`config.mk`:
```
export PLATFORM = sky130hd
export DESIGN_NAME = spp_sfr_top
export DESIGN_NICKNAME = d
export VERILOG_FILES = /design/src/rtl/spp_pkg.sv /design/src/rtl/spp_pulse_if.sv /design/src/rtl/spp_pulse_chan.sv /design/src/rtl/spp_mem_steer.sv /design/src/rtl/spp_sfr_top.sv
export SDC_FILE = /design/constraint.sdc
export NUM_CORES = 1
export LEC_CHECK = 0
export BUFFER_PORTS_ARGS = -buffer_cell sky130_fd_sc_hd__clkbuf_2
export CORE_ASPECT_RATIO = 1.75
export CORE_MARGIN = 2
export CORE_UTILIZATION = 58
export CTS_CLUSTER_SIZE = 8
export DETAILED_ROUTE_END_ITERATION = 6
export HOLD_SLACK_MARGIN = 0.02
export PLACE_DENSITY = 0.8
export SLEW_MARGIN = 40
export SYNTH_ARGS = -nofsm -noshare
export SYNTH_HDL_FRONTEND = slang
export SYNTH_SLANG_ARGS = --single-unit
```
`constraint.sdc`:
```
create_clock -name clk_sys -period 2 [get_ports clk_sys]
set_input_delay 0.5 -clock clk_sys [delete_from_list [all_inputs] [get_ports clk_sys]]
set_output_delay 0.5 -clock clk_sys [all_outputs]
set_load 0.01 [all_outputs]
```
`src/rtl/spp_pkg.sv`:
```
// Package of offsets, field positions, reset values and timing for the SFR power, status and pulse block
package spp_pkg;

  // ****************************************************************
  // Bus and register map
  // ****************************************************************
  localparam int ADDR_W = 4;
  localparam int DATA_W = 8;
  localparam int NUM_CH = 8;

  localparam logic [3:0] OFS_POWER      = 4'h0;
  localparam logic [3:0] OFS_STATUS     = 4'h1;
  localparam logic [3:0] OFS_PULSE_BASE = 4'h2;
  localparam logic [3:0] OFS_PULSE_LAST = 4'h9;

  // ****************************************************************
  // Field positions
  // ****************************************************************
  localparam int PWR_AUX_BYPASS = 7;
  localparam int PWR_EMI_QUIET  = 6;
  localparam int PWR_WDOG       = 4;
  localparam int PWR_FLAG_B     = 3;
  localparam int PWR_FLAG_A     = 2;
  localparam int PWR_DOWN       = 1;
  localparam int PWR_IDLE       = 0;

  localparam int ST_CARRY       = 7;
  localparam int ST_AUX_CARRY   = 6;
  localparam int ST_USER_FLAG   = 5;
  localparam int ST_BANK_HI     = 4;
  localparam int ST_BANK_LO     = 3;
  localparam int ST_OVERFLOW    = 2;
  localparam int ST_PARITY      = 0;

  localparam int PULSE_EN       = 7;
  localparam int PULSE_VAL_HI   = 5;
  localparam int PHASE_W        = 6;

  // ****************************************************************
  // Reset values and writable masks
  // ****************************************************************
  localparam logic [7:0] POWER_RESET  = 8'h00;
  localparam logic [7:0] STATUS_RESET = 8'h00;
  localparam logic [7:0] PULSE_RESET  = 8'h00;
  localparam logic [7:0] POWER_STORE  = 8'hDC;
  localparam logic [7:0] STATUS_STORE = 8'hFE;
  localparam logic [7:0] PULSE_STORE  = 8'hBF;

  // ****************************************************************
  // Timing
  // ****************************************************************
  localparam int CLK_PERIOD_NS      = 10;
  localparam int PULSE_STEP_NS      = 40;
  localparam int PULSE_STEP_CYCLES  = (PULSE_STEP_NS + CLK_PERIOD_NS - 1) / CLK_PERIOD_NS;
  localparam logic [7:0] STEP_LAST  = 8'(PULSE_STEP_CYCLES - 1);

  typedef enum logic [1:0] {
    PWR_RUN,
    PWR_IDLE_ST,
    PWR_DOWN_ST
  } spp_power_e;

  // Keeps stored bits where the mask is set and reads zero elsewhere
  function automatic logic [7:0] spp_store(input logic [7:0] data, input logic [7:0] mask);
    spp_store = data & mask;
  endfunction

endpackage

```
`src/rtl/spp_pulse_if.sv`:
```
// Interface carrying one pulse channel's setting and the shared phase
`timescale 1ns/1ps
interface spp_pulse_if;
  logic       enable;
  logic [5:0] high_time;
  logic [5:0] phase;
  logic       halt;

  modport ctrl (output enable, output high_time, output phase, output halt);
  modport chan (input enable, input high_time, input phase, input halt);
endinterface

```
`src/rtl/spp_pulse_chan.sv`:
```
// One pulse width channel: high while the shared phase is below its high time
`timescale 1ns/1ps
module spp_pulse_chan (
  input  wire logic  clk_sys,
  input  wire logic  resetn,
  spp_pulse_if.chan  cfg,
  output logic       pulse_out
);

  wire active;
  wire in_high;

  assign active  = cfg.enable & ~cfg.halt;     // [RL7]
  assign in_high = cfg.phase < cfg.high_time;  // [RL8] [RL9]

  always_ff @(posedge clk_sys or negedge resetn) begin
    if (!resetn) begin
      pulse_out <= 1'b0;
    end else begin
      pulse_out <= active & in_high;  // [RL7]
    end
  end

endmodule

```
`src/rtl/spp_mem_steer.sv`:
```
// Memory steering: external move routing, latch strobe gating and bank address
`timescale 1ns/1ps
module spp_mem_steer #(
  parameter int AUX_RAM_SIZE = 256
) (
  input  wire logic        clk_sys,
  input  wire logic        resetn,
  input  wire logic        aux_ram_bypass,
  input  wire logic        emi_quiet_latch,
  input  wire logic [1:0]  bank_select,
  input  wire logic        xmove_req,
  input  wire logic [15:0] xmove_addr,
  input  wire logic        ale_req,
  input  wire logic        access_internal,
  input  wire logic [2:0]  reg_index,
  output logic             aux_ram_sel,
  output logic             ext_mem_sel,
  output logic             ale_out,
  output logic [7:0]       reg_ram_addr
);

  localparam logic [16:0] AUX_LIMIT = 17'(AUX_RAM_SIZE);

  wire       in_aux;
  wire       next_aux;
  wire       next_ale;
  wire [7:0] next_reg_addr;

  assign in_aux        = {1'b0, xmove_addr} < AUX_LIMIT;
  assign next_aux      = xmove_req & in_aux & ~aux_ram_bypass;          // [RL1]
  assign next_ale      = ale_req & ~(emi_quiet_latch & access_internal); // [RL2]
  assign next_reg_addr = {3'h0, bank_select, reg_index};                // [RL6]

  always_ff @(posedge clk_sys or negedge resetn) begin
    if (!resetn) begin
      aux_ram_sel  <= 1'b0;
      ext_mem_sel  <= 1'b0;
      ale_out      <= 1'b0;
      reg_ram_addr <= 8'h00;
    end else begin
      aux_ram_sel  <= next_aux;
      ext_mem_sel  <= xmove_req & ~next_aux;  // [RL1]
      ale_out      <= next_ale;
      reg_ram_addr <= next_reg_addr;
    end
  end

endmodule

```
`src/rtl/spp_sfr_top.sv`:
```
// Power control, program status word and eight pulse width channel registers
//
// Chosen here: the address map and the plain strobed port.
`timescale 1ns/1ps

// How it works
// RL1: With the aux RAM bypass bit set every external move access goes to external memory, never to on-chip aux RAM.
// RL2: With the quiet latch bit set the address latch strobe is suppressed for accesses to internal memory.
// RL3: Writing one to the power-down request bit puts the device into power-down mode.
// RL4: Writing one to the idle request bit puts the device into idle mode.
// RL5: The status word holds a user flag that software writes and reads back with no other effect.
// RL6: The two bank select bits place R0 to R7 at 00H, 08H, 10H or 18H of internal RAM.
// RL7: Each of the eight pulse channels drives output only while its own enable bit is one.
// RL8: Each pulse channel takes its high time from bits five to zero of its own control register.
// RL9: Each enabled channel repeats every 64 steps, high for the programmed steps and low for the rest.
// RL10: The watchdog bit starts the watchdog when set and the aux bypass, quiet latch and two flag bits hold what software wrote.
module spp_sfr_top #(
  parameter int AUX_RAM_SIZE = 256
) (
  input  wire logic        clk_sys,
  input  wire logic        resetn,
  input  wire logic [3:0]  reg_addr,
  input  wire logic [7:0]  reg_wdata,
  input  wire logic        reg_wr,
  input  wire logic        reg_rd,
  output logic      [7:0]  reg_rdata,
  input  wire logic        alu_flags_we,
  input  wire logic        alu_carry,
  input  wire logic        alu_aux_carry,
  input  wire logic        alu_overflow,
  input  wire logic [7:0]  acc_value,
  input  wire logic        idle_wake,
  input  wire logic        power_down_wake,
  input  wire logic        xmove_req,
  input  wire logic [15:0] xmove_addr,
  input  wire logic        ale_req,
  input  wire logic        access_internal,
  input  wire logic [2:0]  reg_index,
  output logic             aux_ram_sel,
  output logic             ext_mem_sel,
  output logic             ale_out,
  output logic      [7:0]  reg_ram_addr,
  output logic             idle_mode,
  output logic             power_down_mode,
  output logic             watchdog_run,
  output logic      [7:0]  pulse_out
);

  // ****************************************************************
  // Register storage
  // ****************************************************************
  logic [7:0]          power_control;
  logic [7:0]          program_status_word;
  logic [7:0]          pulse_ctrl [spp_pkg::NUM_CH];
  spp_pkg::spp_power_e power_state;
  spp_pkg::spp_power_e next_power_state;
  logic [7:0]          step_count;
  logic [5:0]          phase;

  // ****************************************************************
  // Address decode
  // ****************************************************************
  wire       hit_power;
  wire       hit_status;
  wire       hit_pulse;
  wire [3:0] pulse_off;
  wire [2:0] pulse_idx;
  wire       wr_power;
  wire       wr_status;
  wire       wr_pulse;

  // True when the address falls inside one register window, both ends included
  function automatic logic addr_in(input logic [3:0] addr, input logic [3:0] first, input logic [3:0] last);
    addr_in = (addr >= first) && (addr <= last);
  endfunction

  assign hit_power  = addr_in(reg_addr, spp_pkg::OFS_POWER, spp_pkg::OFS_POWER);
  assign hit_status = addr_in(reg_addr, spp_pkg::OFS_STATUS, spp_pkg::OFS_STATUS);
  assign hit_pulse  = addr_in(reg_addr, spp_pkg::OFS_PULSE_BASE, spp_pkg::OFS_PULSE_LAST);
  assign pulse_off  = reg_addr - spp_pkg::OFS_PULSE_BASE;
  assign pulse_idx  = pulse_off[2:0];
  assign wr_power   = reg_wr & hit_power;
  assign wr_status  = reg_wr & hit_status;
  assign wr_pulse   = reg_wr & hit_pulse;

  // ****************************************************************
  // Power control
  // ****************************************************************
  wire       req_down;
  wire       req_idle;
  wire [7:0] power_wr_val;

  assign req_down     = wr_power & reg_wdata[spp_pkg::PWR_DOWN];  // [RL3]
  assign req_idle     = wr_power & reg_wdata[spp_pkg::PWR_IDLE];  // [RL4]
  assign power_wr_val = spp_pkg::spp_store(reg_wdata, spp_pkg::POWER_STORE);  // [RL10]

  // A request in the same cycle as a wake wins, except an idle request in power-down, which is ignored
  always_comb begin
    next_power_state = power_state;
    case (power_state)
      spp_pkg::PWR_RUN: begin
        if (req_down) begin
          next_power_state = spp_pkg::PWR_DOWN_ST;  // [RL3]
        end else if (req_idle) begin
          next_power_state = spp_pkg::PWR_IDLE_ST;  // [RL4]
        end
      end
      spp_pkg::PWR_IDLE_ST: begin
        if (req_down) begin
          next_power_state = spp_pkg::PWR_DOWN_ST;  // [RL3]
        end else if (!req_idle && idle_wake) begin
          next_power_state = spp_pkg::PWR_RUN;
        end
      end
      spp_pkg::PWR_DOWN_ST: begin
        if (!req_down && power_down_wake) begin
          next_power_state = spp_pkg::PWR_RUN;
        end
      end
      default: begin
        next_power_state = spp_pkg::PWR_RUN;
      end
    endcase
  end

  always_ff @(posedge clk_sys or negedge resetn) begin
    if (!resetn) begin
      power_state <= spp_pkg::PWR_RUN;
    end else begin
      power_state <= next_power_state;
    end
  end

  always_ff @(posedge clk_sys or negedge resetn) begin
    if (!resetn) begin
      power_control <= spp_pkg::POWER_RESET;
    end else if (wr_power) begin
      power_control <= power_wr_val;  // [RL10]
    end
  end

  // ****************************************************************
  // Program status word
  // ****************************************************************
  wire [7:0] status_view;
  wire [7:0] status_wr_val;

  assign status_wr_val = spp_pkg::spp_store(reg_wdata, spp_pkg::STATUS_STORE);  // [RL5] [RL6]

  // Software write takes precedence over an ALU flag update in the same cycle
  always_ff @(posedge clk_sys or negedge resetn) begin
    if (!resetn) begin
      program_status_word <= spp_pkg::STATUS_RESET;
    end else if (wr_status) begin
      program_status_word <= status_wr_val;  // [RL5] [RL6]
    end else if (alu_flags_we) begin
      program_status_word[spp_pkg::ST_CARRY]     <= alu_carry;
      program_status_word[spp_pkg::ST_AUX_CARRY] <= alu_aux_carry;
      program_status_word[spp_pkg::ST_OVERFLOW]  <= alu_overflow;
    end
  end

  // Parity follows the accumulator and cannot be written
  assign status_view = {program_status_word[7:1], ^acc_value};

  // ****************************************************************
  // Pulse channel registers and shared phase
  // ****************************************************************
  wire step_tick;
  wire halted;

  assign halted    = power_state == spp_pkg::PWR_DOWN_ST;
  assign step_tick = step_count == spp_pkg::STEP_LAST;

  always_ff @(posedge clk_sys or negedge resetn) begin
    if (!resetn) begin
      for (int i = 0; i < spp_pkg::NUM_CH; i++) begin
        pulse_ctrl[i] <= spp_pkg::PULSE_RESET;
      end
    end else if (wr_pulse) begin
      pulse_ctrl[pulse_idx] <= spp_pkg::spp_store(reg_wdata, spp_pkg::PULSE_STORE);
    end
  end

  wire [7:0] next_step_count;
  wire [5:0] next_phase;

  // Six phase bits wrap by themselves, giving the 64-step period
  assign next_step_count = step_tick ? 8'h00 : step_count + 8'h01;
  assign next_phase      = step_tick ? phase + 6'h01 : phase;  // [RL9]

  // Both counters freeze in power-down so the waveform resumes where it stopped
  always_ff @(posedge clk_sys or negedge resetn) begin
    if (!resetn) begin
      step_count <= 8'h00;
    end else if (!halted) begin
      step_count <= next_step_count;
    end
  end

  always_ff @(posedge clk_sys or negedge resetn) begin
    if (!resetn) begin
      phase <= 6'h00;
    end else if (!halted) begin
      phase <= next_phase;
    end
  end

  spp_pulse_if pulse_bus [spp_pkg::NUM_CH] ();

  for (genvar g = 0; g < spp_pkg::NUM_CH; g++) begin : gen_ch
    assign pulse_bus[g].enable    = pulse_ctrl[g][spp_pkg::PULSE_EN];        // [RL7]
    assign pulse_bus[g].high_time = pulse_ctrl[g][spp_pkg::PULSE_VAL_HI:0];  // [RL8]
    assign pulse_bus[g].phase     = phase;
    assign pulse_bus[g].halt      = halted;

    spp_pulse_chan u_chan (
      .clk_sys   (clk_sys),
      .resetn    (resetn),
      .cfg       (pulse_bus[g]),
      .pulse_out (pulse_out[g])
    );
  end

  // ****************************************************************
  // Memory steering
  // ****************************************************************
  spp_mem_steer #(
    .AUX_RAM_SIZE (AUX_RAM_SIZE)
  ) u_steer (
    .clk_sys         (clk_sys),
    .resetn          (resetn),
    .aux_ram_bypass  (power_control[spp_pkg::PWR_AUX_BYPASS]),
    .emi_quiet_latch (power_control[spp_pkg::PWR_EMI_QUIET]),
    .bank_select     (program_status_word[spp_pkg::ST_BANK_HI:spp_pkg::ST_BANK_LO]),
    .xmove_req       (xmove_req),
    .xmove_addr      (xmove_addr),
    .ale_req         (ale_req),
    .access_internal (access_internal),
    .reg_index       (reg_index),
    .aux_ram_sel     (aux_ram_sel),
    .ext_mem_sel     (ext_mem_sel),
    .ale_out         (ale_out),
    .reg_ram_addr    (reg_ram_addr)
  );

  // ****************************************************************
  // Read path and status outputs
  // ****************************************************************
  logic [7:0] next_rdata;
  wire  [7:0] power_view;
  wire        state_idle;
  wire        next_idle;
  wire        next_down;

  assign state_idle = power_state == spp_pkg::PWR_IDLE_ST;
  assign next_idle  = next_power_state == spp_pkg::PWR_IDLE_ST;  // [RL4]
  assign next_down  = next_power_state == spp_pkg::PWR_DOWN_ST;  // [RL3]

  // Bits one and zero read the live state rather than a stored request
  assign power_view = power_control | {6'h00, halted, state_idle};

  always_comb begin
    next_rdata = 8'h00;
    if (reg_rd) begin
      if (hit_power) begin
        next_rdata = power_view;
      end else if (hit_status) begin
        next_rdata = status_view;  // [RL5]
      end else if (hit_pulse) begin
        next_rdata = pulse_ctrl[pulse_idx];
      end
    end
  end

  // Read data stands one cycle after the strobe and is zero otherwise
  always_ff @(posedge clk_sys or negedge resetn) begin
    if (!resetn) begin
      reg_rdata <= 8'h00;
    end else begin
      reg_rdata <= next_rdata;
    end
  end

  // Mode outputs follow the next state so they rise at the request edge
  always_ff @(posedge clk_sys or negedge resetn) begin
    if (!resetn) begin
      idle_mode       <= 1'b0;
      power_down_mode <= 1'b0;
    end else begin
      idle_mode       <= next_idle;  // [RL4]
      power_down_mode <= next_down;  // [RL3]
    end
  end

  // Watchdog run follows the stored bit one cycle after the register changes
  always_ff @(posedge clk_sys or negedge resetn) begin
    if (!resetn) begin
      watchdog_run <= 1'b0;
    end else begin
      watchdog_run <= power_control[spp_pkg::PWR_WDOG];  // [RL10]
    end
  end

endmodule

```
# --- Word level (Yosys, flattened, before mapping) ---
# Index checks and enable logic that the tools add are counted.
# Widths: inputs -> output; s select.
word_totals:
  ff_bits: 119
  inputBits: 52
  wordCells: 120
op_classes:
  addsub: 3
  magnitude_cmp: 17
  eq_ne: 5
  n_mux: 21
  n_bitwise: 32
  reduce_logical: 12
ops:
  columns: ["op", "count"]
  rows:
  - ["$bwmux 64", 1]
  - ["$mux 8", 8]
  - ["$lt 6x6->1", 8]
  - ["$and 1x1->1", 26]
  - ["$bmux 8 s3", 1]
  - ["$demux 8 s3", 1]
  - ["$lt 16x9->1 const B", 1]
  - ["$mux 2", 7]
  - ["$add 8x1->8 const B", 1]
  - ["$eq 8x2->1 const B", 1]
  - ["$ge 4x1->1 const B", 2]
  - ["$le 4x1->1 const B", 2]
  - ["$or 8x2->8", 1]
  - ["$reduce_xor 8->1", 1]
  - ["$add 6x1->6 const B", 1]
  - ["$logic_and 1x1->1", 6]
  - ["$pmux 2 s3", 1]
  - ["$eq 2x1->1 const B", 2]
  - ["$eq 2x2->1 const B", 2]
  - ["$ge 4x2->1 const B", 1]
  - ["$ge 4x4->1 const B", 1]
  - ["$le 4x4->1 const B", 1]
  - ["$lt 4x1->1 const B", 1]
  - ["$not 1->1", 4]
  - ["other kinds (7)", 9]

# --- Depth between registers and ports, before layout ---
# Gate-level depths: netlist of run 1.
logic_depth:
  depth_word: 10
  mapped_depth: 9
  depth_no_buf: 6

# --- Hierarchy ---
# A second synthesis of run 1 with hierarchy kept.
unflattened:
  cells_unflattened: 513
  hier_area_um2: 5891.9
by_module_without_submodules:
  columns: ["module", "n_inst", "cells_each", "area_each_um2"]
  rows:
  - ["spp_sfr_top", 1, 342, 4351.7]
  - ["spp_pulse_chan", 8, 19, 158.9]
  - ["spp_mem_steer", 1, 19, 269.0]

# --- Worst setup path before layout of run 1 ---
# OpenSTA, ideal clock, no wires.
synth_timing:
  kind: "input to register"
  from: "input reg_addr[1]"
  to: "register reg_rdata[5]"
  setup_time_ns: 0.119
  arrival_ns: 2.007
  required_ns: 1.881
  setup_slack_ns: -0.126
  cell_stages: 8
  path_buffers: 3
  cell_sequence: "buf_6 > buf_2 > inv_1 > ha_1 > buf_1 > mux2i_1 > o22ai_1 > and2_1"
synth_between:
  elab_chain_len: 9
  word_cells_on_any_way: 18
  cone_classes: "add/sub (1); order compare (6); mux (7); bitwise (1); reduce/logical (3)"
synth_rtl:
  columns: ["item", "line_no", "text"]
  rows:
  - ["start: declaration", "spp_sfr_top.sv:22", "input wire logic [3:0] reg_addr,"]
  - ["$sub 3x2->3", "spp_sfr_top.sv:80", "assign pulse_off = reg_addr - spp_pkg::OFS_PULSE_BASE;"]
  - ["$not 3->4 (implied by the code)", "spp_sfr_top.sv:271", "next_rdata = pulse_ctrl[pulse_idx];"]
  - ["$bmux 8 s3", "spp_sfr_top.sv:271", null]
  - ["$mux 8 (implied by the code) (2 in a row)", "spp_sfr_top.sv:271", null]
  - ["$mux 8", "spp_sfr_top.sv:270", "end else if (hit_pulse) begin"]
  - ["$mux 8", "spp_sfr_top.sv:268", "end else if (hit_status) begin"]
  - ["$mux 8 *", "spp_sfr_top.sv:266", "if (hit_power) begin"]
  - ["$mux 8 *", "spp_sfr_top.sv:265", "if (reg_rd) begin"]
  - ["named net next_rdata[5]", "spp_sfr_top.sv:250", "logic [7:0] next_rdata;"]
  - ["end signal: assignment", "spp_sfr_top.sv:281", "reg_rdata <= next_rdata;"]
  - ["end: declaration", "spp_sfr_top.sv:26", "output logic [7:0] reg_rdata,"]
# Mark *: on every way through the listed nets, which the timed path passes. The rest lies on a longest branch. The select of a mux whose other input is x is not followed.
# A chain may end at the register's enable or synchronous reset.

# --- Final worst setup path of run 1 ---
layout_timing:
  from: "register phase[1]"
  to: "register gen_ch[6].u_chan.pulse_out"
layout_between:
  elab_chain_len: 2
layout_rtl:
  columns: ["item", "line_no", "text"]
  rows:
  - ["start: declaration", "spp_sfr_top.sv:58", "logic [5:0] phase;"]
  - ["start signal: assignment", "spp_sfr_top.sv:205", "phase <= next_phase;"]
  - ["$lt 6x6->1", "spp_pulse_chan.sv:14", "assign in_high = cfg.phase < cfg.high_time;"]
  - ["$and 1x1->1", "spp_pulse_chan.sv:20", "pulse_out <= active & in_high;"]
  - ["end signal: assignment", "spp_pulse_chan.sv:20", null]
  - ["end: declaration", "spp_pulse_chan.sv:7", "output logic pulse_out"]
# No other way between the ends.

==> results of run 1 <==
-- state kept, by name, summed over array words and instances (netlist names) --
register,cells
u_steer.reg_ram_addr,5
watchdog_run,1
step_count,8
pulse_bus.high_time,48
program_status_word,7
phase,6
pulse_bus.enable,8
u_steer.ext_mem_sel,1
u_steer.aux_ram_sel,1
u_steer.ale_out,1
power_state,2
idle_mode,1
reg_rdata,8
gen_ch.u_chan.pulse_out,8
power_control,5
power_down_mode,1
-- metrics by stage --
stage	area, um2	hold WS, ns	TNS, ns	utilization (%)
4_1_cts	6774	0.1366	0	68.36
6_report	6774	0.1185	0	68.36
3_3_place_gp	6491	0.4000	0	65.51
2_1_floorplan	5939	0.2044	0	-
3_5_place_dp	6491	0.4004	-0.03171	65.51
5_1_grt	6774	0.1579	0	68.36
-- report_power, final --
group	internal (mW)	switching (mW)	total, mW
combinational	1.30	1.10	2.40
clock	0.887	0.831	1.72
sequential	2.76	0.519	3.28
-- placed cells by master (no fill, tap or decap), types with 14 or more instances in the layout --
cell type	synthesis	layout
sky130_fd_sc_hd__ha_1	46	46
sky130_fd_sc_hd__clkbuf_2	0	69
sky130_fd_sc_hd__mux4_2	14	14
sky130_fd_sc_hd__dfrtp_1	111	111
sky130_fd_sc_hd__a21o_1	25	25
sky130_fd_sc_hd__inv_1	42	42
sky130_fd_sc_hd__buf_4	11	14
sky130_fd_sc_hd__nand2_1	21	21
sky130_fd_sc_hd__xnor2_1	15	15
sky130_fd_sc_hd__mux2_2	65	65
-- critical path, delay by kind of cell, from the launching register on --
kind | cells | cell delay, ns
AOI/OAI and AO/OA | 4 | 0.75
adders and majority gates | 1 | 0.31
DFF | 1 | 0.61
-- cell type report --
class / count / area (um2) / area share [%]
multi-input combinational: 302 / 2829 / 41.76
inverter: 42 / 157.7 / 2.327
tap: 125 / 156.4 / 2.309
clock inverter: 6 / 43.79 / 0.6465
sequential: 111 / 2778 / 41.00
timing repair buffer: 89 / 570.5 / 8.423
clock buffer: 10 / 239.0 / 3.528
-- logic make-up after synthesis --
group,count (synthesis)
AOI/OAI and AO/OA,58
DFF,111
and+or+nand+nor,87
muxes,91
buffers and inverters,70
xor gates and xnor gates,17
adders and majority gates,46
other,1
-- how the worst min path moves through the flow --
stage	from	endpoint	slack [ns]	depth (start not counted)
after global routing	resetn	pulse_bus[6].high_time[0]	0.16	1
after detailed placement	program_status_word[4]	u_steer.reg_ram_addr[4]	0.40	0
after floorplan	resetn	gen_ch[0].u_chan.pulse_out	0.20	0
final	resetn	pulse_bus[6].high_time[0]	0.12	1
after global placement	power_control[4]	watchdog_run	0.40	0
after CTS	resetn	pulse_bus[6].high_time[0]	0.14	1
-- per-layer routing --
metal	wire length, um	GRT usage, %
met3	625	4.194
met5	0	0
met1	4911	29.38
met2	7489	47.96
met4	351	11.68
==> run summary, run 1 <==
==================================================================================================
Routed Wire Length                                                                        13380 um
Number of antenna violations at the first check in global routing                                0
Nature of the critical path endpoint                                                      register
Clock transition time at the flip-flop clock pins of the worst setup and hold paths        0.08 ns
Post-synth EDFFs                                                                                 0
Clock Skews                                                                            0.007457 ns
Setup ws final                                                                           0.2092 ns
Vias in the first global route                                                                4312
Cell types with the largest area share after synthesis                                sky130_fd_sc_hd__dfrtp_1, sky130_fd_sc_hd__mux2_2, sky130_fd_sc_hd__ha_1
Proportion of synthesized chip area in sequential cells                                     46.84%
Count of buffers added by post-CTS timing repair for setup                                       0
Warnings from Yosys                                                                              0
RSZ-0062 raised after global routing                                                         false
Number of max-cap violations                                                                     0
Combinational family with the most area after synthesis                               multiplexers
Classification of the worst setup path                                                     reg2reg
Dpl hpwl                                                                                  10070 um
Avg Synthesized Cell Area                                                                12.33 um2
Die Span Y                                                                                137.8 um
Cell with the most instances after synthesis                                          sky130_fd_sc_hd__dfrtp_1
Top flip-flop cell by instance count after synthesis                                  sky130_fd_sc_hd__dfrtp_1
Headroom to the max-slew limit                                                              64.16%
I/O pin count                                                                                   82
Synthesized flop and latch total                                                               111
Gates resized, CTS repair                                                                        0
Leakage Power                                                                             3.381 nW
Number of buffer cells added on primary ports                                                   70
CP arrival                                                                                 2.04 ns
Power after layout                                                                        7.395 mW
Critical-path cell list                                                               ha_1 -> a21o_1 -> a21o_1 -> a21o_1 -> a31oi_1
Area share of fa/ha/maj cells after synthesis                                               9.705%
Total number of nets in the final design                                                       653
Most common library cells after synthesis                                             sky130_fd_sc_hd__dfrtp_1, sky130_fd_sc_hd__mux2_2, sky130_fd_sc_hd__ha_1, sky130_fd_sc_hd__inv_1, sky130_fd_sc_hd__a21o_1
Share of the cycle needed by the critical path after routing                                89.54%
Worst setup slack after placement                                                      -0.01942 ns
Num rows                                                                                        48
DRC violations left                                                                              0
Transition time at the pin with the least slew margin                                    0.5377 ns
Fillers                                                                                        711
Critical path launch point type                                                           register
Die X                                                                                     80.44 um
Synthesis-to-layout area growth                                                             14.22%
Residual overflow from global routing                                                            0
Pins over their slew limit                                                                       0
Start point of the critical path                                                          phase[1]
Residual antenna-violating net count after detailed routing                                      0
Async S/R FF share, synth                                                                   100.0%
Cell area after technology mapping                                                    0.005931 mm2
Post-route insts no fill                                                                       685
Endpoint of the worst register-to-register path                                       gen_ch[6].u_chan.pulse_out
Share of the synthesized area in the top cell type                                          46.84%
H-tree levels                                                                                    3
Most area-hungry cell type in the Yosys netlist                                       sky130_fd_sc_hd__dfrtp_1
Number of buffers on the longest clock path                                                      2
Number of diodes added for antenna fixing                                                        0
Fraction of the mapped netlist area in simple logic gates                                   8.819%
Insertion delay to the later sink of the worst-skew pair                                   0.35 ns
Worst setup path end                                                                  gen_ch[6].u_chan.pulse_out
Die area                                                                               0.01108 mm2
Worst IR Drop VDD                                                                        0.6064 mV
Cell at the slowest stage of the critical path                                        sky130_fd_sc_hd__dfrtp_1
Final Hold Fails                                                                                 0
Post-CTS Hold Fix Bufs                                                                           0
Post-synthesis cell count                                                                      481
Fraction of synthesized cell area in xor and xnor cells                                     2.511%
Number of detailed-routing iterations run before antenna repair                                  4
Placed Instances                                                                               669
Maximum clock frequency                                                                 0.5584 GHz
Gp weighted congestion                                                                      0.8587
First-pass GRT wire length                                                                21670 um
Total core area                                                                       0.009910 mm2
Slowest stage delay, CP                                                                    0.61 ns
Power Dens Cells                                                                       1092 mW/mm2
Status                                                                                finished clean
Via count of the routed design                                                                3991
Number of clock sinks seen by CTS                                                              111
Clock tree from TritonCTS                                                                    built
TritonCTS buffer count                                                                           9
Global Route Usage Sum                                                                      26.20%
Per-cell routed wire length                                                               19.53 um
Effective utilization at floorplan                                                          59.85%
Class of the worst hold path                                                              in2async
Number of violations reported at the end of detailed-routing iteration 0                       270
R2R cell count                                                                                   5
Root Buffer                                                                           sky130_fd_sc_hd__clkbuf_16
Compound-Gate Fraction of Synth Area                                                        6.772%
CP Max Fanout                                                                                    9
Proportion of synthesized area in mux cells                                                 19.70%
Fraction of final layout cells sized beyond drive strength 1                                35.36%
Number of distinct library cells after synthesis                                                42
Final worst path period need                                                              1.791 ns
Largest net degree at the start of global routing                                               39
FF-to-FF Start                                                                            phase[1]
Vias/cell                                                                                    5.826
Required time of the critical path                                                         2.24 ns
Slack of the worst reg-to-reg path                                                         0.21 ns
Final setup violation count                                                                      0
Most numerous cell on the critical path                                               sky130_fd_sc_hd__a21o_1
==================================================================================================
No activity file was read; power rests on OpenSTA's default activity.
==> run 2, diff against run 1 <==
--- a/config.mk
+++ b/config.mk
@@ -8,11 +8,10 @@
 export BUFFER_PORTS_ARGS = -buffer_cell sky130_fd_sc_hd__clkbuf_2
 export CORE_ASPECT_RATIO = 1.75
 export CORE_MARGIN = 2
-export CORE_UTILIZATION = 58
+export CORE_UTILIZATION = 25
 export CTS_CLUSTER_SIZE = 8
 export DETAILED_ROUTE_END_ITERATION = 6
 export HOLD_SLACK_MARGIN = 0.02
-export PLACE_DENSITY = 0.8
 export SLEW_MARGIN = 40
 export SYNTH_ARGS = -nofsm -noshare
 export SYNTH_HDL_FRONTEND = slang
==> run 2 against run 1 <==
Via count fell by 3.0%. Worst setup slack improved by 0.0096 ns. Wire length rose by 5.7%. Sequential share of layout area is 1.7 points lower. Sequential power is essentially flat. Clock power rose by 12%. Clock skew is 0.00083 ns lower. Critical path type unchanged.
==> run summary, run 2 (synthesis gave the netlist of run 1 again) <==
==================================================================================================
Number of clock sinks seen by CTS                                                              111   unchanged
Synthesis-to-layout area growth                                                             19.24%
Status                                                                                finished clean
Maximum clock frequency                                                                 0.5614 GHz   +0.54%
First-pass GRT wire length                                                                22050 um   +1.8%
Required time of the critical path                                                         2.25 ns   about the same
Power after layout                                                                        7.557 mW   +2.2%
Final setup violation count                                                                      0   unchanged
DRC violations left                                                                              0   unchanged
Number of buffer cells added on primary ports                                                   70   unchanged
CP Max Fanout                                                                                    8   -1
Number of antenna violations at the first check in global routing                                0   unchanged
Final worst path period need                                                              1.781 ns   -0.009641 ns
Via count of the routed design                                                                3871   -3.0%
Worst setup slack after placement                                                      -0.03519 ns   -0.01577 ns
Final core utilization                                                                      30.31%   -38 points
Headroom to the max-slew limit                                                              66.14%   +2.0 points
Class of the worst hold path                                                                in2reg
Die area                                                                               0.02502 mm2   +130%
Switching part of the total                                                                 32.95%   -0.17 points
Number of max-cap violations                                                                     0   unchanged
Effective utilization at floorplan                                                          25.42%   -34 points
Gates resized, CTS repair                                                                        0   unchanged
Power share of the combinational group                                                       31.4%   -1.0 points
Post-CTS Hold Fix Bufs                                                                           1   +1
TritonCTS buffer count                                                                           9   unchanged
Post-route insts no fill                                                                       868   +27%
Number of buffers on the longest clock path                                                      2   unchanged
Clock transition time at the flip-flop clock pins of the worst setup and hold paths        0.08 ns   about the same
Vias/cell                                                                                    4.460   -23%
Commonest cells after routing, fill and taps aside                                    sky130_fd_sc_hd__dfrtp_1, sky130_fd_sc_hd__clkbuf_2, sky130_fd_sc_hd__mux2_2
Classification of the worst setup path                                                     reg2reg
Total number of nets in the final design                                                       657   +0.61%
H-tree levels                                                                                    3   unchanged
Cell class contributing the biggest share of worst-path delay                         compound AO/OA/AOI/OAI gates
Global Route Usage Sum                                                                      11.73%   -14 points
Critical path launch point type                                                           register
Residual antenna-violating net count after detailed routing                                      0   unchanged
Insertion delay to the later sink of the worst-skew pair                                   0.36 ns   about the same
Commonest non-fill, non-tap cell in the layout                                        sky130_fd_sc_hd__dfrtp_1
Cell at the slowest stage of the critical path                                        sky130_fd_sc_hd__dfrtp_1
Dpl hpwl                                                                                  10860 um   +7.8%
Vias in the first global route                                                                3953   -8.3%
Most numerous cell on the critical path                                               sky130_fd_sc_hd__a21o_1
Clk pwr share                                                                                25.5%   +2.3 points
Pins over their slew limit                                                                       0   unchanged
Net switching power                                                                       2.490 mW   +1.7%
Fraction of final layout cells sized beyond drive strength 1                                35.64%   +0.28 points
Largest net degree at the start of global routing                                               49   +26%
Nature of the critical path endpoint                                                      register
Slowest stage delay, CP                                                                    0.44 ns   -0.17 ns
Leakage Power                                                                             3.416 nW   +1.0%
Setup ws final                                                                           0.2188 ns   +0.009641 ns
Count of buffers added by post-CTS timing repair for setup                                       0   unchanged
Number of detailed-routing iterations run before antenna repair                                  4   unchanged
Clock tree from TritonCTS                                                                    built
Placed Instances                                                                               851   +27%
Num rows                                                                                        74   +54%
Transition time at the pin with the least slew margin                                    0.5079 ns   -0.02976 ns
Gp weighted congestion                                                                      0.7855   -8.5%
I/O pin count                                                                                   82   unchanged
Number of buffer and inverter stages on the critical path                                        1   +1
Die Span Y                                                                                207.8 um   +51%
CP arrival                                                                                 2.03 ns   about the same
Residual overflow from global routing                                                            0   unchanged
Die X                                                                                     120.4 um   +50%
Per-cell routed wire length                                                               16.29 um   -17%
Share of the cycle needed by the critical path after routing                                89.06%   -0.48 points
Total core area                                                                        0.02333 mm2   +140%
Number of flip-flops in the largest register                                                    48   unchanged
Number of violations reported at the end of detailed-routing iteration 0                       154   -43%
Worst IR Drop VDD                                                                        0.4499 mV   -26%
Sequential share of power                                                                    43.1%   -1.3 points
Critical-path cell list                                                               buf_12 -> ha_1 -> a21o_1 -> a21o_1 -> a21o_1 -> a31oi_1
Internal Dissipation                                                                      5.066 mW   +2.4%
Clock Skews                                                                            0.006627 ns   -0.0008297 ns
Routed Wire Length                                                                        14140 um   +5.7%
Final Hold Fails                                                                                 0   unchanged
Root Buffer                                                                           sky130_fd_sc_hd__clkbuf_16
Number of diodes added for antenna fixing                                                        0   unchanged
Power Dens Cells                                                                       1069 mW/mm2   -2.1%
RSZ-0062 raised after global routing                                                         false
==================================================================================================
==> run 2: cell types whose count changed in the layout (fill, tap and decap cells not counted), sizes merged <==
| cell | previous run | this run |
|---|---|---|
| buf | 20 | 23 |
| clkinv | 3 | 1 |
| inv | 44 | 46 |
| bufinv | 0 | 1 |
| clkbuf | 79 | 78 |
| dlygate4sd3 | 0 | 1 |
==> run 2: area by class of cell <==
type / instances / area [um2]
Clock buffer: 9 / 225.2
Clock inverter: 7 / 86.33
Fill cell: 2387 / 16260
Inverter: 42 / 157.7
Multi-Input combinational cell: 302 / 2829
Sequential cell: 111 / 2778
Tap cell: 304 / 380.4
Timing Repair Buffer: 93 / 615.6
==> run 2: per-stage QoR <==
| step | hold slack [ns] | TNS [ns] | instance area, um2 |
|---|---|---|---|
| after floorplan | 0.2044 | 0 | 5939 |
| after global placement | 0.3949 | -0.1018 | 6750 |
| after detailed placement | 0.3968 | -0.06595 | 6750 |
| after CTS | 0.2168 | 0 | 7072 |
| after global routing | 0.2171 | 0 | 7072 |
| final | 0.2377 | 0 | 7072 |
==> run 2: worst paths after layout <==
| path | endpoint | cells past startpoint | from | slack, ns |
|---|---|---|---|---|
| worst max-delay path | gen_ch[5].u_chan.pulse_out | 6 | phase[1] | 0.22 |
| worst min-delay path | u_steer.reg_ram_addr[2] | 1 | reg_index[2] | 0.24 |
| worst max register to register | gen_ch[5].u_chan.pulse_out | 6 | phase[1] | 0.22 |
| worst min register to register | watchdog_run | 0 | power_control[4] | 0.41 |
| max in group asynchronous | reg_rdata[2] | 3 | resetn | 0.86 |
| min in group asynchronous | gen_ch[5].u_chan.pulse_out | 2 | resetn | 0.57 |
==> run 2: per-layer routing <==
metal	vias to the layer above	part of all wire (%)	GRT usage (%)
met5	-	0	0
met4	0	3.0	5.213
met3	20	2.7	2.198
met2	55	58	22.46
met1	1955	37	12.02
li1	1841	-	-
==> run 2: power groups by stage <==
stage | combinational [mW] | clock (mW) | sequential [mW]
final | 2.37 | 1.93 | 3.25
after global routing | 2.69 | 2.07 | 3.33
after CTS | 2.42 | 2.00 | 3.27
after detailed placement | 2.40 | 0 | 3.31
after global placement | 2.33 | 0 | 3.30
after floorplan | 1.79 | 0 | 3.13
==> run 2: worst reg2reg max path, stage by stage, from the launching register on <==
cell                      delay, ns
sky130_fd_sc_hd__dfrtp_1       0.44
sky130_fd_sc_hd__buf_12        0.17
sky130_fd_sc_hd__ha_1          0.29
sky130_fd_sc_hd__a21o_1        0.15
sky130_fd_sc_hd__a21o_1        0.16
sky130_fd_sc_hd__a21o_1        0.19
sky130_fd_sc_hd__a31oi_1       0.27
==> run 3, diff against run 2 <==
--- a/config.mk
+++ b/config.mk
@@ -5,6 +5,7 @@
 export SDC_FILE = /design/constraint.sdc
 export NUM_CORES = 1
 export LEC_CHECK = 0
+export ABC_AREA = 1
 export BUFFER_PORTS_ARGS = -buffer_cell sky130_fd_sc_hd__clkbuf_2
 export CORE_ASPECT_RATIO = 1.75
 export CORE_MARGIN = 2
==> run 3 against run 2 <==
Hold slack got worse by 0.18 ns. First-iteration DRC count rose by 84%. Global-route usage rose by 2.1 points. Synthesized area rose by 3.1%. Worst setup slack got worse by 0.052 ns. Core utilization fell by 0.25 points. Largest power group unchanged. Combinational power fell by 13%. Final area rose by 2.1%. Clock-buffer cell count rose by 2. Register-to-register slack got worse by 0.05 ns. Clock power rose by 18%.
==> run summary, run 3 <==
==================================================================================================
Share of the synthesized area in the top cell type                                          45.45%   -1.4 points
GR Util met3                                                                                2.673%   +0.47 points
Worst setup slack after placement                                                        0.1699 ns   +0.2051 ns
Total number of nets in the final design                                                       908   +38%
Final worst path period need                                                              1.833 ns   +0.05210 ns
Classification of the worst setup path                                                     reg2reg
Pins over their slew limit                                                                       0   unchanged
Count of buffers added by post-CTS timing repair for setup                                       0   unchanged
Share of the cycle needed by the critical path after routing                                91.67%   +2.6 points
Number of max-cap violations                                                                     0   unchanged
DRC violations left                                                                              0   unchanged
Multi-input gate area in the final layout                                             0.002775 mm2   -1.9%
Cell types with the largest area share after synthesis                                sky130_fd_sc_hd__dfrtp_1, sky130_fd_sc_hd__nand2_1, sky130_fd_sc_hd__ha_1
I/O pin count                                                                                   82   unchanged
FF-to-FF Start                                                                            phase[1]
Setup TNS Final                                                                               0 ns   unchanged
Transition time at the pin with the least slew margin                                    0.6300 ns   +0.1221 ns
CP Max Fanout                                                                                    9   +1
H-tree levels                                                                                    3   unchanged
Effective utilization at floorplan                                                          25.44%   about the same
Dpl hpwl                                                                                  12840 um   +18%
Clock tree from TritonCTS                                                                    built
Global routing's busiest layer                                                                met2
Fraction of final layout cells sized beyond drive strength 1                                16.07%   -20 points
Post-synthesis cell count                                                                      732   +52%
Number of distinct library cells after synthesis                                                31   -26%
Most common library cells after synthesis                                             sky130_fd_sc_hd__nand2_1, sky130_fd_sc_hd__dfrtp_1, sky130_fd_sc_hd__inv_1, sky130_fd_sc_hd__o21ai_1, sky130_fd_sc_hd__ha_1
RSZ-0062 raised after global routing                                                         false
Total core area                                                                        0.02402 mm2   +3.0%
Post-CTS Hold Fix Bufs                                                                           0   -1
Class of the worst hold path                                                              in2async
Gates resized, CTS repair                                                                        0   unchanged
Warnings from Yosys                                                                              0   unchanged
Insertion delay to the later sink of the worst-skew pair                                   0.37 ns   about the same
Via count of the routed design                                                                4984   +29%
Largest net degree at the start of global routing                                               40   -18%
Final Hold Fails                                                                                 0   unchanged
Number of detailed-routing iterations run before antenna repair                                  6   +2
Post-synth EDFFs                                                                                 0   unchanged
Synthesis-to-layout area growth                                                             18.16%
Start point of the critical path                                                          phase[1]
Root Buffer                                                                           sky130_fd_sc_hd__clkbuf_16
Clock transition time at the flip-flop clock pins of the worst setup and hold paths        0.07 ns   about the same
Setup ws final                                                                           0.1667 ns   -0.05210 ns
Most area-hungry cell type in the Yosys netlist                                       sky130_fd_sc_hd__dfrtp_1
Worst IR Drop VDD                                                                        0.3674 mV   -18%
Die Span Y                                                                                210.8 um   +1.5%
Async S/R FF share, synth                                                                   100.0%   unchanged
Routed Wire Length                                                                        16820 um   +19%
Avg Synthesized Cell Area                                                                8.350 um2   -32%
Vias in the first global route                                                                5017   +27%
Cell with the most instances after synthesis                                          sky130_fd_sc_hd__nand2_1
Top flip-flop cell by instance count after synthesis                                  sky130_fd_sc_hd__dfrtp_1
Met1 track demand over resource in global routing                                           13.91%   +1.9 points
Nature of the critical path endpoint                                                      register
Worst setup path end                                                                  gen_ch[7].u_chan.pulse_out
Gp weighted congestion                                                                      0.8484   +8.0%
Cell area after technology mapping                                                    0.006112 mm2   +3.1%
Met2 Usage GRT                                                                              25.72%   +3.3 points
TritonCTS buffer count                                                                           9   unchanged
Required time of the critical path                                                         2.27 ns   +0.02 ns
CP arrival                                                                                 2.10 ns   +0.07 ns
Endpoint of the worst register-to-register path                                       gen_ch[7].u_chan.pulse_out
Critical path launch point type                                                           register
Clock Skews                                                                            0.008847 ns   +0.002220 ns
Slack of the worst reg-to-reg path                                                         0.17 ns   -0.05 ns
Per-cell routed wire length                                                               14.98 um   -8.1%
Vias/cell                                                                                    4.438   -0.48%
Number of antenna violations at the first check in global routing                                2   +2
Status                                                                                finished clean
Number of buffers on the longest clock path                                                      2   unchanged
Number of violations reported at the end of detailed-routing iteration 0                       284   +84%
Power Dens Cells                                                                       1036 mW/mm2   -3.1%
Hold_ws                                                                                 0.05916 ns   -0.1786 ns
Leakage Power                                                                             3.735 nW   +9.3%
Number of diodes added for antenna fixing                                                        0   unchanged
First-pass GRT wire length                                                                26390 um   +20%
Commonest non-fill, non-tap cell in the layout                                        sky130_fd_sc_hd__nand2_1
Headroom to the max-slew limit                                                              57.95%   -8.2 points
Number of flip-flops in the largest register                                                    48   unchanged
Final setup violation count                                                                      0   unchanged
R2R cell count                                                                                   5   -1
Fillers                                                                                       2606   +9.2%
Die area                                                                               0.02576 mm2   +3.0%
Proportion of synthesized chip area in sequential cells                                     45.45%   -1.4 points
Commonest cells after routing, fill and taps aside                                    sky130_fd_sc_hd__nand2_1, sky130_fd_sc_hd__dfrtp_1, sky130_fd_sc_hd__inv_1
Number of buffer cells added on primary ports                                                   70   unchanged
Residual overflow from global routing                                                            0   unchanged
Residual antenna-violating net count after detailed routing                                      0   unchanged
Num rows                                                                                        75   +1.4%
Maximum clock frequency                                                                 0.5455 GHz   -2.8%
Die X                                                                                     122.2 um   +1.5%
Synthesized flop and latch total                                                               111   unchanged
Number of clock sinks seen by CTS                                                              111   unchanged
Global Route Usage Sum                                                                      13.83%   +2.1 points
Seq. cell area                                                                        0.002778 mm2   unchanged
==================================================================================================
==> run 3: changes by cell type after synthesis, sizes merged, moves of 25 or more <==
cell and delta:
nor2 +31, nand2 +180, o21ai +74, inv +46, nand3 +42, a21o -25
mux2 -65
==> run 3: cell type report <==
cell class                 instances  share of cell area, %
clock buffer                      11                  3.500
clock inverter                     5                  1.767
inverter                          88                  4.574
multi-input combinational        504                  38.43
sequential                       111                  38.46
tap                              308                  5.336
timing repair buffer              96                  7.935
==> run 3: worst max-delay path: stages (launching register included) <==
cell and delay, ns:
sky130_fd_sc_hd__dfrtp_1 0.65, sky130_fd_sc_hd__ha_1 0.31, sky130_fd_sc_hd__a21boi_0 0.11, sky130_fd_sc_hd__o21ai_0 0.27, sky130_fd_sc_hd__o211ai_1 0.17, sky130_fd_sc_hd__nor3_1 0.21
==> run 3: kinds of logic (layout without fill, tap and decap cells) <==
kind of cell,count (synthesis),count (layout),share of synthesized area (%)
AND/OR/NAND/NOR,314,314,22.54
AO/OA/AOI/OAI,129,129,11.50
buffers and inverters,119,200,9.273
flip-flops,111,111,45.45
adder cells (fa/ha/maj),46,46,9.417
XOR/XNOR,11,11,1.576
other,1,3,0.06135
multiplexers,1,1,0.1842
==> run 3: metrics by stage <==
| stage | util (%) | area, um2 | std cells | total power [mW] |
|---|---|---|---|---|
| finish | 30.06 | 7222 | 1123 | 7.481 |
| global route | 30.06 | 7222 | 1123 | 8.022 |
| CTS | 30.06 | 7222 | 1123 | 7.577 |
| detailed placement | 28.48 | 6842 | 1107 | 5.261 |
| global placement | 28.48 | 6842 | 1107 | 5.196 |
| floorplan | - | 6120 | 734 | 4.538 |
==> run 3: routing by layer <==
layer,up-vias,share of wire (%),wire (um)
met1,2315,37,6247
met5,-,0.14,24
met3,40,3.7,623
met2,102,54,9086
met4,4,5.0,837
li1,2523,-,-
==> run 3: power by group <==
part	internal, mW	switching, mW	leakage [nW]	total [mW]
registers	2.74	0.406	1.42	3.14
logic	0.864	1.20	2.14	2.06
clock network	1.42	0.858	0.182	2.28
==> run 3: how the worst min path moves through the flow <==
stage	cells after the start	startpoint	slack (ns)	endpoint
after floorplan	0	resetn	0.20	gen_ch[0].u_chan.pulse_out
after global placement	0	power_control[4]	0.42	watchdog_run
after detailed placement	0	power_control[4]	0.44	watchdog_run
after CTS	1	resetn	0.07	u_steer.reg_ram_addr[1]
after global routing	1	resetn	0.08	u_steer.reg_ram_addr[1]
final	1	resetn	0.06	u_steer.reg_ram_addr[1]
